--- src/seq_pkg.sv ---
/*
  Shared constants, types and timing for the isolated supply sequencer.
  Assumes a single 250 MHz controller clock; sensed levels are comparator outputs apart from the setpoint select strap.
*/
package seq_pkg;

  // ----------------------------------------------------------------
  // Clock and timing
  // ----------------------------------------------------------------
  localparam int CLK_MHZ = 250;
  localparam int TON_MAX_NS = 13000;
  localparam int TOFF_MIN_NS = 1500;
  localparam int FAULT_PULSE_US = 200;
  localparam int RESTART_MS = 160;
  // Longest on-time rounds down, least off-time and pulse/wait round up
  localparam int TON_MAX_CYC = TON_MAX_NS * CLK_MHZ / 1000;
  localparam int TOFF_MIN_CYC = (TOFF_MIN_NS * CLK_MHZ + 999) / 1000;
  localparam int FAULT_PULSE_CYC = FAULT_PULSE_US * CLK_MHZ;
  localparam int RESTART_CYC = RESTART_MS * 1000 * CLK_MHZ;
  localparam int DEGLITCH_CYC = 256;
  // Cycles the pin is still ignored after the sink releases it
  localparam int BLANK_CYC = 3;
  localparam int SWEEP_W = 4;

  // ----------------------------------------------------------------
  // Reset values and encodings
  // ----------------------------------------------------------------
  localparam logic RST_IN_BAD = 1'b1;
  localparam logic RST_SETPOINT_5V5 = 1'b0;
  localparam logic RST_FAULT_LEVEL = 1'b0;
  localparam logic SEL_TIED_OUTPUT = 1'b1;

  typedef enum logic [2:0] {
    ST_OFF,
    ST_LOCK,
    ST_SOFT,
    ST_RUN,
    ST_LIMIT,
    ST_PULSE,
    ST_WAIT
  } state_t;

  typedef struct packed {
    logic out_above_upper;
    logic out_below_lower;
    logic out_above_uvlo;
    logic out_below_uvp;
    logic output_overvolt_rising;
    logic input_undervolt_falling;
    logic input_undervolt_rising;
    logic input_overvolt_rising;
    logic input_overvolt_falling;
    logic primary_overtemp_threshold;
    logic secondary_overtemp_threshold;
    logic setpoint_sel;
  } sense_t;

  typedef struct packed {
    logic power_on;
    logic duty_limit;
    logic clamp;
    logic overpower;
  } stage_t;

endpackage

--- src/sync2.sv ---
/*
  Two-stage synchroniser for a vector of independent levels.
  Assumes each bit is a slow level; no bus coherence is implied.
*/
`timescale 1ns/1ps
module sync2 #(
  parameter int W = 1
) (
  // Clock and control
  input wire logic clk_sys,
  input wire logic srst,
  input wire logic ce,
  // Levels
  input wire logic [W-1:0] d,
  output logic [W-1:0] q
);
  logic [W-1:0] meta_q;

  always_ff @(posedge clk_sys) begin
    if (srst) begin
      meta_q <= '0;
      q <= '0;
    end else if (ce) begin
      meta_q <= d;
      q <= meta_q;
    end
  end
endmodule

--- src/deglitch_timer.sv ---
/*
  Qualifies a fault condition that must persist for CYC cycles.
  Assumes cond is already synchronous to clk_sys.
*/
`timescale 1ns/1ps
module deglitch_timer #(
  parameter int CYC = 256
) (
  // Clock and control
  input wire logic clk_sys,
  input wire logic srst,
  input wire logic ce,
  // Condition in, qualified level out
  input wire logic cond,
  output logic expired_q
);
  localparam int CW = $clog2(CYC + 1);
  localparam logic [CW-1:0] LAST = CW'(CYC - 1);
  logic [CW-1:0] cnt_q;

  generate
    if (CYC < 1) begin : g_bad
      $error("deglitch CYC must be at least 1");
    end
  endgenerate

  always_ff @(posedge clk_sys) begin
    if (srst) begin
      cnt_q <= '0;
      expired_q <= 1'b0;
    end else if (ce) begin
      if (!cond) begin
        cnt_q <= '0;
        expired_q <= 1'b0;
      end else if (cnt_q == LAST) begin
        expired_q <= 1'b1;
      end else begin
        cnt_q <= cnt_q + 1'b1;
      end
    end
  end
endmodule

--- src/isolated_supply_fault_sequencer.sv ---
/*
  Control and protection sequencer of an isolated DC/DC module.
  Assumes comparator levels and the shared pin are asynchronous; pin level is resolved outside.
*/
// Function
// - Hysteretic burst on below band, off above
// - Overlong burst-on enters overpower protection
// - Overpower restarts burst after minimum off-time
// - Setpoint sampled only in soft-start below UVLO
// - Select high gives 5.0V, low gives 5.5V
// - Setpoint locked until enable toggle or input undervolt/overvolt lockout
// - Input undervolt or overvolt stops switching
// - Input back in range resumes immediately
// - Output undervolt: duty limit, then deglitched shutdown
// - Output overvolt: clamp, limit, shutdown, restart
// - Overtemperature: deglitched shutdown, report, restart
// - Input OV, OT, UV shutdown pulse the pin
// - Restart timer after pulse, then hiccup soft-start
// - Frequency sweep restarts every burst; it spans fully only if the burst lasts 15 step periods set by the last burst
// - Pin low disables, high enables
// - Duty cap during soft-start and limit mode
// - Fault pulse holds pin low 200us
`timescale 1ns/1ps
module isolated_supply_fault_sequencer #(
  parameter int FAULT_PULSE_CYC = seq_pkg::FAULT_PULSE_CYC,
  parameter int RESTART_CYC = seq_pkg::RESTART_CYC,
  parameter int DEGLITCH_CYC = seq_pkg::DEGLITCH_CYC
) (
  // Clock, reset, clock enable
  input wire logic clk_sys,
  input wire logic srst,
  input wire logic ce,
  // Asynchronous comparator and strap levels
  input wire seq_pkg::sense_t sense_raw,
  // Shared enable and fault pin
  input wire logic enable_fault_line_i,
  output logic enable_fault_line_o,
  output logic enable_fault_line_oe,
  // Power stage and status
  output seq_pkg::stage_t stage,
  output logic setpoint_5v5,
  output logic [seq_pkg::SWEEP_W-1:0] spread_spectrum_sweep,
  output seq_pkg::state_t seq_state
);
  // ----------------------------------------------------------------
  // Widths and limits
  // ----------------------------------------------------------------
  localparam int SW = $bits(seq_pkg::sense_t) + 1;
  localparam int ON_W = $clog2(seq_pkg::TON_MAX_CYC + 1);
  localparam int OFF_W = $clog2(seq_pkg::TOFF_MIN_CYC + 1);
  localparam int FP_W = $clog2(FAULT_PULSE_CYC + 1);
  localparam int RS_W = $clog2(RESTART_CYC + 1);
  localparam logic [ON_W-1:0] ON_LAST = ON_W'(seq_pkg::TON_MAX_CYC - 1);
  localparam logic [OFF_W-1:0] OFF_LAST = OFF_W'(seq_pkg::TOFF_MIN_CYC - 1);
  localparam logic [FP_W-1:0] FP_LAST = FP_W'(FAULT_PULSE_CYC - 1);
  localparam logic [RS_W-1:0] RS_LAST = RS_W'(RESTART_CYC - 1);
  localparam logic [seq_pkg::SWEEP_W-1:0] SWEEP_TOP = '1;

  generate
    if (FAULT_PULSE_CYC < 2 || RESTART_CYC < 2 || DEGLITCH_CYC < 1) begin : g_bad
      $error("timer counts too small");
    end
  endgenerate

  // ----------------------------------------------------------------
  // Input synchronisation
  // ----------------------------------------------------------------
  logic [SW-1:0] sync_q;
  seq_pkg::sense_t sn;
  logic en_line;

  sync2 #(.W(SW)) u_sync (
    .clk_sys(clk_sys),
    .srst(srst),
    .ce(ce),
    .d({enable_fault_line_i, sense_raw}),
    .q(sync_q)
  );
  assign sn = seq_pkg::sense_t'(sync_q[SW-2:0]);
  assign en_line = sync_q[SW-1];

  // ----------------------------------------------------------------
  // State and decode
  // ----------------------------------------------------------------
  seq_pkg::state_t state_q, state_d;
  seq_pkg::stage_t stage_q, stage_d;
  logic in_bad_q, in_ov_q, sink_q, sel_done_q, sp_q, fault_o_q;
  logic [seq_pkg::BLANK_CYC-1:0] hist_q;
  logic [ON_W-1:0] on_cnt_q, len_q, step_q;
  logic [OFF_W-1:0] off_cnt_q;
  logic [FP_W-1:0] fp_cnt_q;
  logic [RS_W-1:0] rs_cnt_q;
  logic [seq_pkg::SWEEP_W-1:0] sweep_q;
  logic en_low, active, reg_mode, uv_cond, ov_cond, ot_cond, uv_exp, ov_exp, ot_exp;
  logic in_bad_d, in_ov_rise, pulse_go, fp_done, rs_done, sel_window;
  logic end_hi, on_timeout, off_done, burst_start, pwr_rise, pwr_fall, sweep_tick;

  // Our own sink pulls the pin low; blank it so a report is not read as disable
  assign en_low = !en_line && !sink_q && !(|hist_q);
  assign active = state_q == seq_pkg::ST_SOFT || state_q == seq_pkg::ST_RUN || state_q == seq_pkg::ST_LIMIT;
  assign reg_mode = state_q == seq_pkg::ST_RUN || state_q == seq_pkg::ST_LIMIT;
  assign uv_cond = reg_mode && sn.out_below_uvp;
  assign ov_cond = active && sn.output_overvolt_rising;
  assign ot_cond = active && (sn.primary_overtemp_threshold || sn.secondary_overtemp_threshold);
  assign in_bad_d = (sn.input_undervolt_falling || sn.input_overvolt_rising) ? 1'b1 :
                    (sn.input_undervolt_rising && sn.input_overvolt_falling) ? 1'b0 : in_bad_q;
  assign in_ov_rise = sn.input_overvolt_rising && !in_ov_q && state_q != seq_pkg::ST_OFF;
  assign pulse_go = in_ov_rise || (state_d == seq_pkg::ST_PULSE && state_q != seq_pkg::ST_PULSE);
  assign fp_done = sink_q && fp_cnt_q == FP_LAST;
  assign rs_done = rs_cnt_q == RS_LAST;
  assign sel_window = state_q == seq_pkg::ST_SOFT && !sn.out_above_uvlo && !sel_done_q;

  deglitch_timer #(.CYC(DEGLITCH_CYC)) u_dg_uv (
    .clk_sys(clk_sys), .srst(srst), .ce(ce), .cond(uv_cond), .expired_q(uv_exp));
  deglitch_timer #(.CYC(DEGLITCH_CYC)) u_dg_ov (
    .clk_sys(clk_sys), .srst(srst), .ce(ce), .cond(ov_cond), .expired_q(ov_exp));
  deglitch_timer #(.CYC(DEGLITCH_CYC)) u_dg_ot (
    .clk_sys(clk_sys), .srst(srst), .ce(ce), .cond(ot_cond), .expired_q(ot_exp));

  // ----------------------------------------------------------------
  // Sequencer
  // ----------------------------------------------------------------
  always_comb begin
    state_d = state_q;
    if (en_low) begin
      state_d = seq_pkg::ST_OFF;
    end else if (in_bad_q) begin
      state_d = seq_pkg::ST_LOCK;
    end else begin
      case (state_q)
        seq_pkg::ST_OFF, seq_pkg::ST_LOCK: state_d = seq_pkg::ST_SOFT;
        seq_pkg::ST_SOFT: begin
          if (ot_exp) state_d = seq_pkg::ST_PULSE;
          else if (ov_exp) state_d = seq_pkg::ST_WAIT;
          else if (ov_cond) state_d = seq_pkg::ST_LIMIT;
          else if (sn.out_above_uvlo) state_d = seq_pkg::ST_RUN;
        end
        seq_pkg::ST_RUN: begin
          if (ot_exp) state_d = seq_pkg::ST_PULSE;
          else if (uv_cond || ov_cond) state_d = seq_pkg::ST_LIMIT;
        end
        seq_pkg::ST_LIMIT: begin
          if (ot_exp || uv_exp) state_d = seq_pkg::ST_PULSE;
          else if (ov_exp) state_d = seq_pkg::ST_WAIT;
          else if (!uv_cond && !ov_cond) state_d = seq_pkg::ST_RUN;
        end
        seq_pkg::ST_PULSE: if (!sink_q) state_d = seq_pkg::ST_WAIT;
        seq_pkg::ST_WAIT: if (rs_done) state_d = seq_pkg::ST_SOFT;
        default: state_d = seq_pkg::ST_OFF;
      endcase
    end
  end

  // ----------------------------------------------------------------
  // Burst regulation and overpower
  // ----------------------------------------------------------------
  assign end_hi = stage_q.power_on && sn.out_above_upper;
  assign on_timeout = stage_q.power_on && !sn.out_above_upper && on_cnt_q == ON_LAST;
  assign off_done = stage_q.overpower && off_cnt_q == OFF_LAST && !sn.out_above_upper;
  assign burst_start = stage_q.overpower ? off_done : sn.out_below_lower;
  assign stage_d.power_on = state_q == seq_pkg::ST_SOFT ||
                            (reg_mode && (stage_q.power_on ? !(end_hi || on_timeout) : burst_start));
  assign stage_d.overpower = reg_mode && (on_timeout || (stage_q.overpower && !sn.out_above_upper));
  assign stage_d.duty_limit = state_q == seq_pkg::ST_SOFT || state_q == seq_pkg::ST_LIMIT;
  assign stage_d.clamp = ov_cond;
  assign pwr_rise = !stage_q.power_on && stage_d.power_on;
  assign pwr_fall = stage_q.power_on && !stage_d.power_on;
  // Step period adapts to the last burst; a burst shorter than 15 such periods ends below the top of the span
  assign sweep_tick = step_q >= (len_q >> seq_pkg::SWEEP_W);

  always_ff @(posedge clk_sys) begin
    if (srst) begin
      stage_q <= '0;
      on_cnt_q <= '0;
      off_cnt_q <= '0;
    end else if (ce) begin
      stage_q <= stage_d;
      on_cnt_q <= !stage_q.power_on ? '0 : (on_cnt_q == ON_LAST ? on_cnt_q : on_cnt_q + 1'b1);
      off_cnt_q <= stage_q.power_on ? '0 : (off_cnt_q == OFF_LAST ? off_cnt_q : off_cnt_q + 1'b1);
    end
  end

  always_ff @(posedge clk_sys) begin
    if (srst) begin
      len_q <= '0;
      step_q <= '0;
      sweep_q <= '0;
    end else if (ce) begin
      if (pwr_fall) len_q <= on_cnt_q;
      if (pwr_rise) begin
        step_q <= '0;
        sweep_q <= '0;
      end else if (stage_q.power_on) begin
        step_q <= sweep_tick ? '0 : step_q + 1'b1;
        if (sweep_tick && sweep_q != SWEEP_TOP) sweep_q <= sweep_q + 1'b1;
      end
    end
  end

  // ----------------------------------------------------------------
  // Sequencer state, setpoint, fault pulse and restart timer
  // ----------------------------------------------------------------
  always_ff @(posedge clk_sys) begin
    if (srst) begin
      state_q <= seq_pkg::ST_OFF;
      in_bad_q <= seq_pkg::RST_IN_BAD;
      in_ov_q <= 1'b0;
      sel_done_q <= 1'b0;
      sp_q <= seq_pkg::RST_SETPOINT_5V5;
    end else if (ce) begin
      state_q <= state_d;
      in_bad_q <= in_bad_d;
      in_ov_q <= sn.input_overvolt_rising;
      // Disable or input undervolt/overvolt lockout re-arms selection
      if (state_q == seq_pkg::ST_OFF || state_q == seq_pkg::ST_LOCK) sel_done_q <= 1'b0;
      else if (state_q == seq_pkg::ST_SOFT && sn.out_above_uvlo) sel_done_q <= 1'b1;
      if (sel_window) sp_q <= sn.setpoint_sel != seq_pkg::SEL_TIED_OUTPUT;
    end
  end

  always_ff @(posedge clk_sys) begin
    if (srst) begin
      sink_q <= 1'b0;
      fp_cnt_q <= '0;
      hist_q <= '0;
      rs_cnt_q <= '0;
      fault_o_q <= seq_pkg::RST_FAULT_LEVEL;
    end else if (ce) begin
      hist_q <= {hist_q[seq_pkg::BLANK_CYC-2:0], sink_q};
      fault_o_q <= seq_pkg::RST_FAULT_LEVEL;
      if (pulse_go) begin
        sink_q <= 1'b1;
        fp_cnt_q <= '0;
      end else if (fp_done) begin
        sink_q <= 1'b0;
      end else if (sink_q) begin
        fp_cnt_q <= fp_cnt_q + 1'b1;
      end
      rs_cnt_q <= (state_q == seq_pkg::ST_WAIT && !rs_done) ? rs_cnt_q + 1'b1 : '0;
    end
  end

  assign enable_fault_line_o = fault_o_q;
  assign enable_fault_line_oe = sink_q;
  assign stage = stage_q;
  assign setpoint_5v5 = sp_q;
  assign spread_spectrum_sweep = sweep_q;
  assign seq_state = state_q;

  logic stay_reg;
  assign stay_reg = reg_mode && state_d == state_q;
endmodule

--- config.mk ---
export PLATFORM = sky130hd
export DESIGN_NAME = isolated_supply_fault_sequencer
export DESIGN_NICKNAME = d
export VERILOG_FILES = /design/src/seq_pkg.sv /design/src/sync2.sv /design/src/deglitch_timer.sv /design/src/isolated_supply_fault_sequencer.sv
export SDC_FILE = /design/constraint.sdc
export NUM_CORES = 1
export LEC_CHECK = 0
export BUFFER_PORTS_ARGS = -buffer_cell sky130_fd_sc_hd__buf_2
export CORE_AREA = 2 2 123 125
export DETAILED_ROUTE_END_ITERATION = 12
export DIE_AREA = 0 0 125 127
export GPL_ROUTABILITY_DRIVEN = 0
export GPL_TIMING_DRIVEN = 0
export PLACE_DENSITY = 0.76
export SKIP_LAST_GASP = 1
export SLEW_MARGIN = 40
export SYNTH_ARGS = -nofsm -noshare
export SYNTH_HDL_FRONTEND = slang
export SYNTH_SLANG_ARGS = --single-unit
export TNS_END_PERCENT = 20
--- constraint.sdc ---
create_clock -name clk_sys -period 2.74 [get_ports clk_sys]
set_input_delay 0.822 -clock clk_sys [delete_from_list [all_inputs] [get_ports clk_sys]]
set_output_delay 0.822 -clock clk_sys [all_outputs]
set_load 0.02 [all_outputs]
Yosys cells after proc, flatten, opt, wreduce, memory -nomap -nowiden:

Cells that the tools add are included.

* $lt $le $gt $ge: 1
* add/sub/neg operators: 9
* reduce and logical (&&, ||, !) cells: 78
* eq/ne operators: 25
* bitwise operators: 1
* multiplexer cells: 48

Operators with widths (number)
* $mux 9: 8
* $mux 12: 5
* $mux 16: 3
* $mux 3: 13
* $add 9x1->9 const B: 4
* $reduce_and 2->1: 14
* $eq 9x8->1 const B: 3
* $add 26x1->26 const B: 1
* $eq 26x26->1 const B: 1
* $logic_and 1x1->1: 26
* $mux 26: 1
* $add 12x1->12 const B: 2
* $pmux 3 s6: 1
* $add 16x1->16 const B: 1
* $eq 16x16->1 const B: 1
* $ne 2x2->1 const B: 8
* $mux 1: 14
* $logic_not 1->1: 13
* $logic_or 1x1->1: 13
* $eq 12x12->1 const B: 1
* $eq 3x3->1 const B: 4
* $ge 12x8->1: 1
* $mux 4: 3
* $reduce_bool 2->1: 6
* other kinds (13): 15

* word-level logic and storage cells: 188
* output and inout bits: 14
* register bits: 162
* input port bits: 16

Longest topological paths before layout:

* word-level depth: 17
* gate-level depth with buffers: 10

Cells and area by module:

A second synthesis with hierarchy kept.

* cells, all modules: 930
* area total of the unflattened synthesis: 8000.2 µm²

By module, submodules not included
* isolated_supply_fault_sequencer: times used 1, cells an instance 645, area each 5300.1 µm²
* deglitch_timer: times used 3, cells an instance 67, area each 585.6 µm²
* sync2: times used 1, cells an instance 84, area each 943.4 µm²

Worst setup path after synthesis:

No wires, ideal clock.

* kind: input to register
* start: input port ce
* end: register in_ov_q
* data required time: 2.612 ns
* buffers on the path: 4
* cell stages on the path: 6
* data arrival time: 2.106 ns
* path slack: 0.506 ns
* cells stage by stage: buf_2 > buf_1 > buf_1 > buf_2 > mux2i_1 > nor2_1

RTL lines
* start: declaration: line isolated_supply_fault_sequencer.sv:32 `input wire logic ce,`
* end signal: assignment: line isolated_supply_fault_sequencer.sv:213 `in_ov_q <= sn.input_overvolt_rising;`
* end: declaration: line isolated_supply_fault_sequencer.sv:87 `logic in_bad_q, in_ov_q, sink_q, sel_done_q, sp_q, fault_o_q;`

Worst setup path after layout:

* start: register off_cnt_q[1]
* end: register step_q[8]

* cells in the longest elaborated chain, start to end: 10
* elaborated cells on any way between the ends: 11
* classes of those cells: eq/ne: 1; mux: 3; reduce/logical: 7

RTL lines
* start: declaration: line isolated_supply_fault_sequencer.sv:90 `logic [OFF_W-1:0] off_cnt_q;`
* start signal: assignment: line isolated_supply_fault_sequencer.sv:179 `off_cnt_q <= stage_q.power_on ? '0 : (off_cnt_q == OFF_LAST ? off_cnt_q : off_cnt_q + 1'b1);`
* $eq 9x9->1 (*): line isolated_supply_fault_sequencer.sv:159 `assign off_done = stage_q.overpower && off_cnt_q == OFF_LAST && !sn.out_above_upper;`
* $logic_and 1x1->1 (*) (2 in a row): line isolated_supply_fault_sequencer.sv:159
* $mux 1 (*): line isolated_supply_fault_sequencer.sv:160 `assign burst_start = stage_q.overpower ? off_done : sn.out_below_lower;`
* $mux 1 (*): line isolated_supply_fault_sequencer.sv:162 `(reg_mode && (stage_q.power_on ? !(end_hi || on_timeout) : burst_start));`
* $logic_and 1x1->1 (*): line isolated_supply_fault_sequencer.sv:162
* $logic_or 1x1->1 (*): line isolated_supply_fault_sequencer.sv:161 `assign stage_d.power_on = state_q == seq_pkg::ST_SOFT ||`
* $logic_and 1x1->1 (*): line isolated_supply_fault_sequencer.sv:166 `assign pwr_rise = !stage_q.power_on && stage_d.power_on;`
* $reduce_bool 2->1 (no source line)
* $reduce_and 2->1 (no source line)
* end signal: assignment: line isolated_supply_fault_sequencer.sv:194 `step_q <= sweep_tick ? '0 : step_q + 1'b1;`
* end: declaration: line isolated_supply_fault_sequencer.sv:89 `logic [ON_W-1:0] on_cnt_q, len_q, step_q;`

Mark *: on every way between the ends. The rest lies on a longest branch, timed or not.
A chain may end at the register's enable or synchronous reset.

==> results_dict.tcl <==
set metrics [dict create \
    num_io_pins 30 \
    dp_hpwl_um 11770 \
    critPathKind "reg -> reg" \
    yosysWarnings 0 \
    cts_tree "yes" \
    max_stage_delay_ns 0.56 \
    cts_hold_buf 0 \
    vias_per_cell 5.692 \
    drc 0 \
    synth-seq-cells 158 \
    whs_endpoint "fp_cnt_q[0]" \
    cp_slowest_cell "nor4bb_1" \
    totalWireLength_um 16560 \
    slew_violations 0 \
    min_path_type "reg -> reg" \
    synth_cell_types 71 \
    clk_path_buf_depth 2 \
    crit_path_start_kind "flop" \
    timing.rr.end "step_q[8]" \
    cts.clk_slew.worst_paths_ns 0.06 \
    layout_common_cells "nor2_1 (163), dfxtp_1 (158), nand2_1 (50)" \
    dieWidth_um 125 \
    finalPower_w 0.004947 \
    dieHeight_um 127 \
    path_max_fanout 10 \
    r2r_start "off_cnt_q[1]" \
    htreeDepth 4 \
    layout.nets 967 \
    grt_overflow 0 \
    r2r_setup_slack_ns 0.22 \
    post-route-util 0.5955 \
    power.leakage_nw 3.314 \
    final_common_cell "nor2_1" \
    initial_core_util 0.5272 \
    antenna_cells 0 \
    dpl-instance-area_um2 7975 \
    grt_pass1_wl_um 27720 \
    synth_fp_nets 921 \
    cts_made_buffers 17 \
    drt_iter0_drc 414 \
    instances_no_fill 1125 \
    synthCells 883 \
    areaGrowthSynthToFinish_pct 12.95 \
    rows 44 \
    wl_per_cell_um 14.72 \
    slew_headroom 0.4891 \
    worstPathCellList "ha_1 -> nor4bb_1 -> nand4_1 -> a221oi_4 -> a21o_1 -> buf_2 -> nor2_1" \
    skew_ns 0.007202 \
    drive_gt1_frac 0.09777 \
    post_cts_buffers 0 \
    dp_cells 1095 \
    syn_area_um2 7605 \
    period_needed_ns 2.515 \
    clock-sinks 158 \
    hp-start "fp_cnt_q[0]" \
    holdWs_ns 0.4801 \
    die_area_um2 15880 \
    cap_viol_max_count 0 \
    max_slew.worst_pin.slew_ns 0.7605 \
    rsz0062_at_grt "false" \
    stdcell_area_um2 8589 \
    clk_latency_ns 0.43 \
    grt.total_usage 0.2125 \
    setup_viol 0 \
    cts-resized-gates 0 \
    vias 6404 \
    dr.pass1.iters 5 \
    ant_nets 0 \
    grt_max_degree 20 \
    reg2regPathDepth 7 \
    core_area_um2 14420 \
    required_ns 3.06 \
    max_freq_mhz 397.5 \
    finalHoldViolCount 0 \
    end_kind "flop" \
    outcome "finished clean" \
    async_reset_ff_frac 0 \
    grt_pass1_vias 5780 \
    period_share 0.9181 \
    powerDensity_nw_per_um2 576.0 \
    port_buffers 28 \
    synth_enable_flop_cells 0 \
    yosysSeqAreaShare 0.4159 \
    antenna_found_initial 0 \
    worstPathArrival_ns 2.83 \
    avgSynthCellArea_um2 8.612 \
    worstHoldPathCells 1 \
    ys.flop_type "dfxtp_1" \
    clock-root-buffer "clkbuf_16" \
    peakVddDrop_uv 425.8 \
]
## flip-flops by register name (all words and copies together) (netlist names), 3 cells and up
| signal | count |
|---|---|
| rs_cnt_q | 26 |
| fp_cnt_q | 16 |
| u_sync.meta_q | 13 |
| u_sync.q | 13 |
| on_cnt_q | 12 |
| step_q | 12 |
| off_cnt_q | 9 |
| u_dg_ot.cnt_q | 9 |
| u_dg_ov.cnt_q | 9 |
| u_dg_uv.cnt_q | 9 |
| len_q | 8 |
| spread_spectrum_sweep | 4 |
| stage | 4 |
| hist_q | 3 |
| seq_state | 3 |
## worst max-delay path, delay by kind of cell (launching register included)
family | cells | cell delay (ns)
AO/OA/AOI/OAI | 2 | 0.69
buffers and inverters | 1 | 0.21
AND/OR/NAND/NOR | 3 | 0.87
adder cells (fa/ha/maj) | 1 | 0.18
flip-flops | 1 | 0.44
## through the flow
| stage | setup WS, ns | setup TNS, ns |
|---|---|---|
| after floorplan | 0.5061 | 0 |
| after global placement | -0.5028 | -19.27 |
| after detailed placement | -0.5056 | -19.68 |
| after CTS | 0.2249 | 0 |
| after global routing | 0.04299 | 0 |
| final | 0.2245 | 0 |
## cell type report
type	count	area [µm²]
fillers	1285	5834
repair buffers	28	140.1
well taps	184	230.2
plain buffers	35	163.9
clock buffers	18	439.2
flip-flops and latches	158	3163
clock inverters	13	167.7
multi-input cells	659	4173
inverters	30	112.6
## per-layer routing
| layer | GRT usage | up-vias | part of all wire |
|---|---|---|---|
| met4 | 0.07908 | 0 | 0.017 |
| li1 | - | 3209 | - |
| met3 | 0.04899 | 27 | 0.060 |
| met1 | 0.2790 | 2996 | 0.47 |
| met5 | 0 | - | 0 |
| met2 | 0.3443 | 172 | 0.45 |
## report_power, final
part	leakage, nW	total [W]	switching [W]	internal (W)
clock	0.280	0.00241	0.000957	0.00145
combinational	1.76	0.000200	0.000133	0.0000667
sequential	1.28	0.00234	0.0000185	0.00232
total	3.31	0.00495	0.00111	0.00384
## cells by family (layout without fill, tap and decap cells)
group                      count (synthesis)  after routing  synth area share
and+or+nand+nor                          394            394            0.2540
DFF                                      158            158            0.4159
AOI/OAI and AO/OA                        140            140            0.1321
buffers and inverters                     66            124           0.03685
xor gates and xnor gates                  60             60           0.06910
muxes                                     42             42           0.05528
adders and majority gates                 22             22           0.03620
other                                      1              1         0.0004931
## worst max-delay path by stage
stage                 start               end  slack [ns]  cells past startpoint
2_1_floorplan            ce           in_ov_q        0.51                      6
3_5_place_dp             ce  u_sync.meta_q[8]       -0.51                      7
3_3_place_gp             ce      seq_state[1]       -0.50                      7
6_report       off_cnt_q[1]         step_q[8]        0.22                      7
4_1_cts        off_cnt_q[1]         step_q[8]        0.22                      7
5_1_grt        off_cnt_q[1]         step_q[7]        0.04                      7
## Yosys cell counts (11+ instances only)
cell type / instances / share of area
a21o_1: 13 / 0.013
a21oi_1: 37 / 0.024
and3_1: 17 / 0.014
buf_2: 11 / 0.0072
clkbuf_1: 17 / 0.0084
dfxtp_1: 158 / 0.42
ha_1: 22 / 0.036
inv_1: 29 / 0.014
mux2i_1: 42 / 0.055
nand2_1: 50 / 0.025
nand3_1: 49 / 0.032
nand4_1: 28 / 0.023
nor2_1: 163 / 0.080
nor3_1: 23 / 0.015
o21ai_0: 18 / 0.012
o21ai_1: 11 / 0.0072
xnor2_1: 18 / 0.021
xor2_1: 42 / 0.048
(Power assumes the default switching activity.)
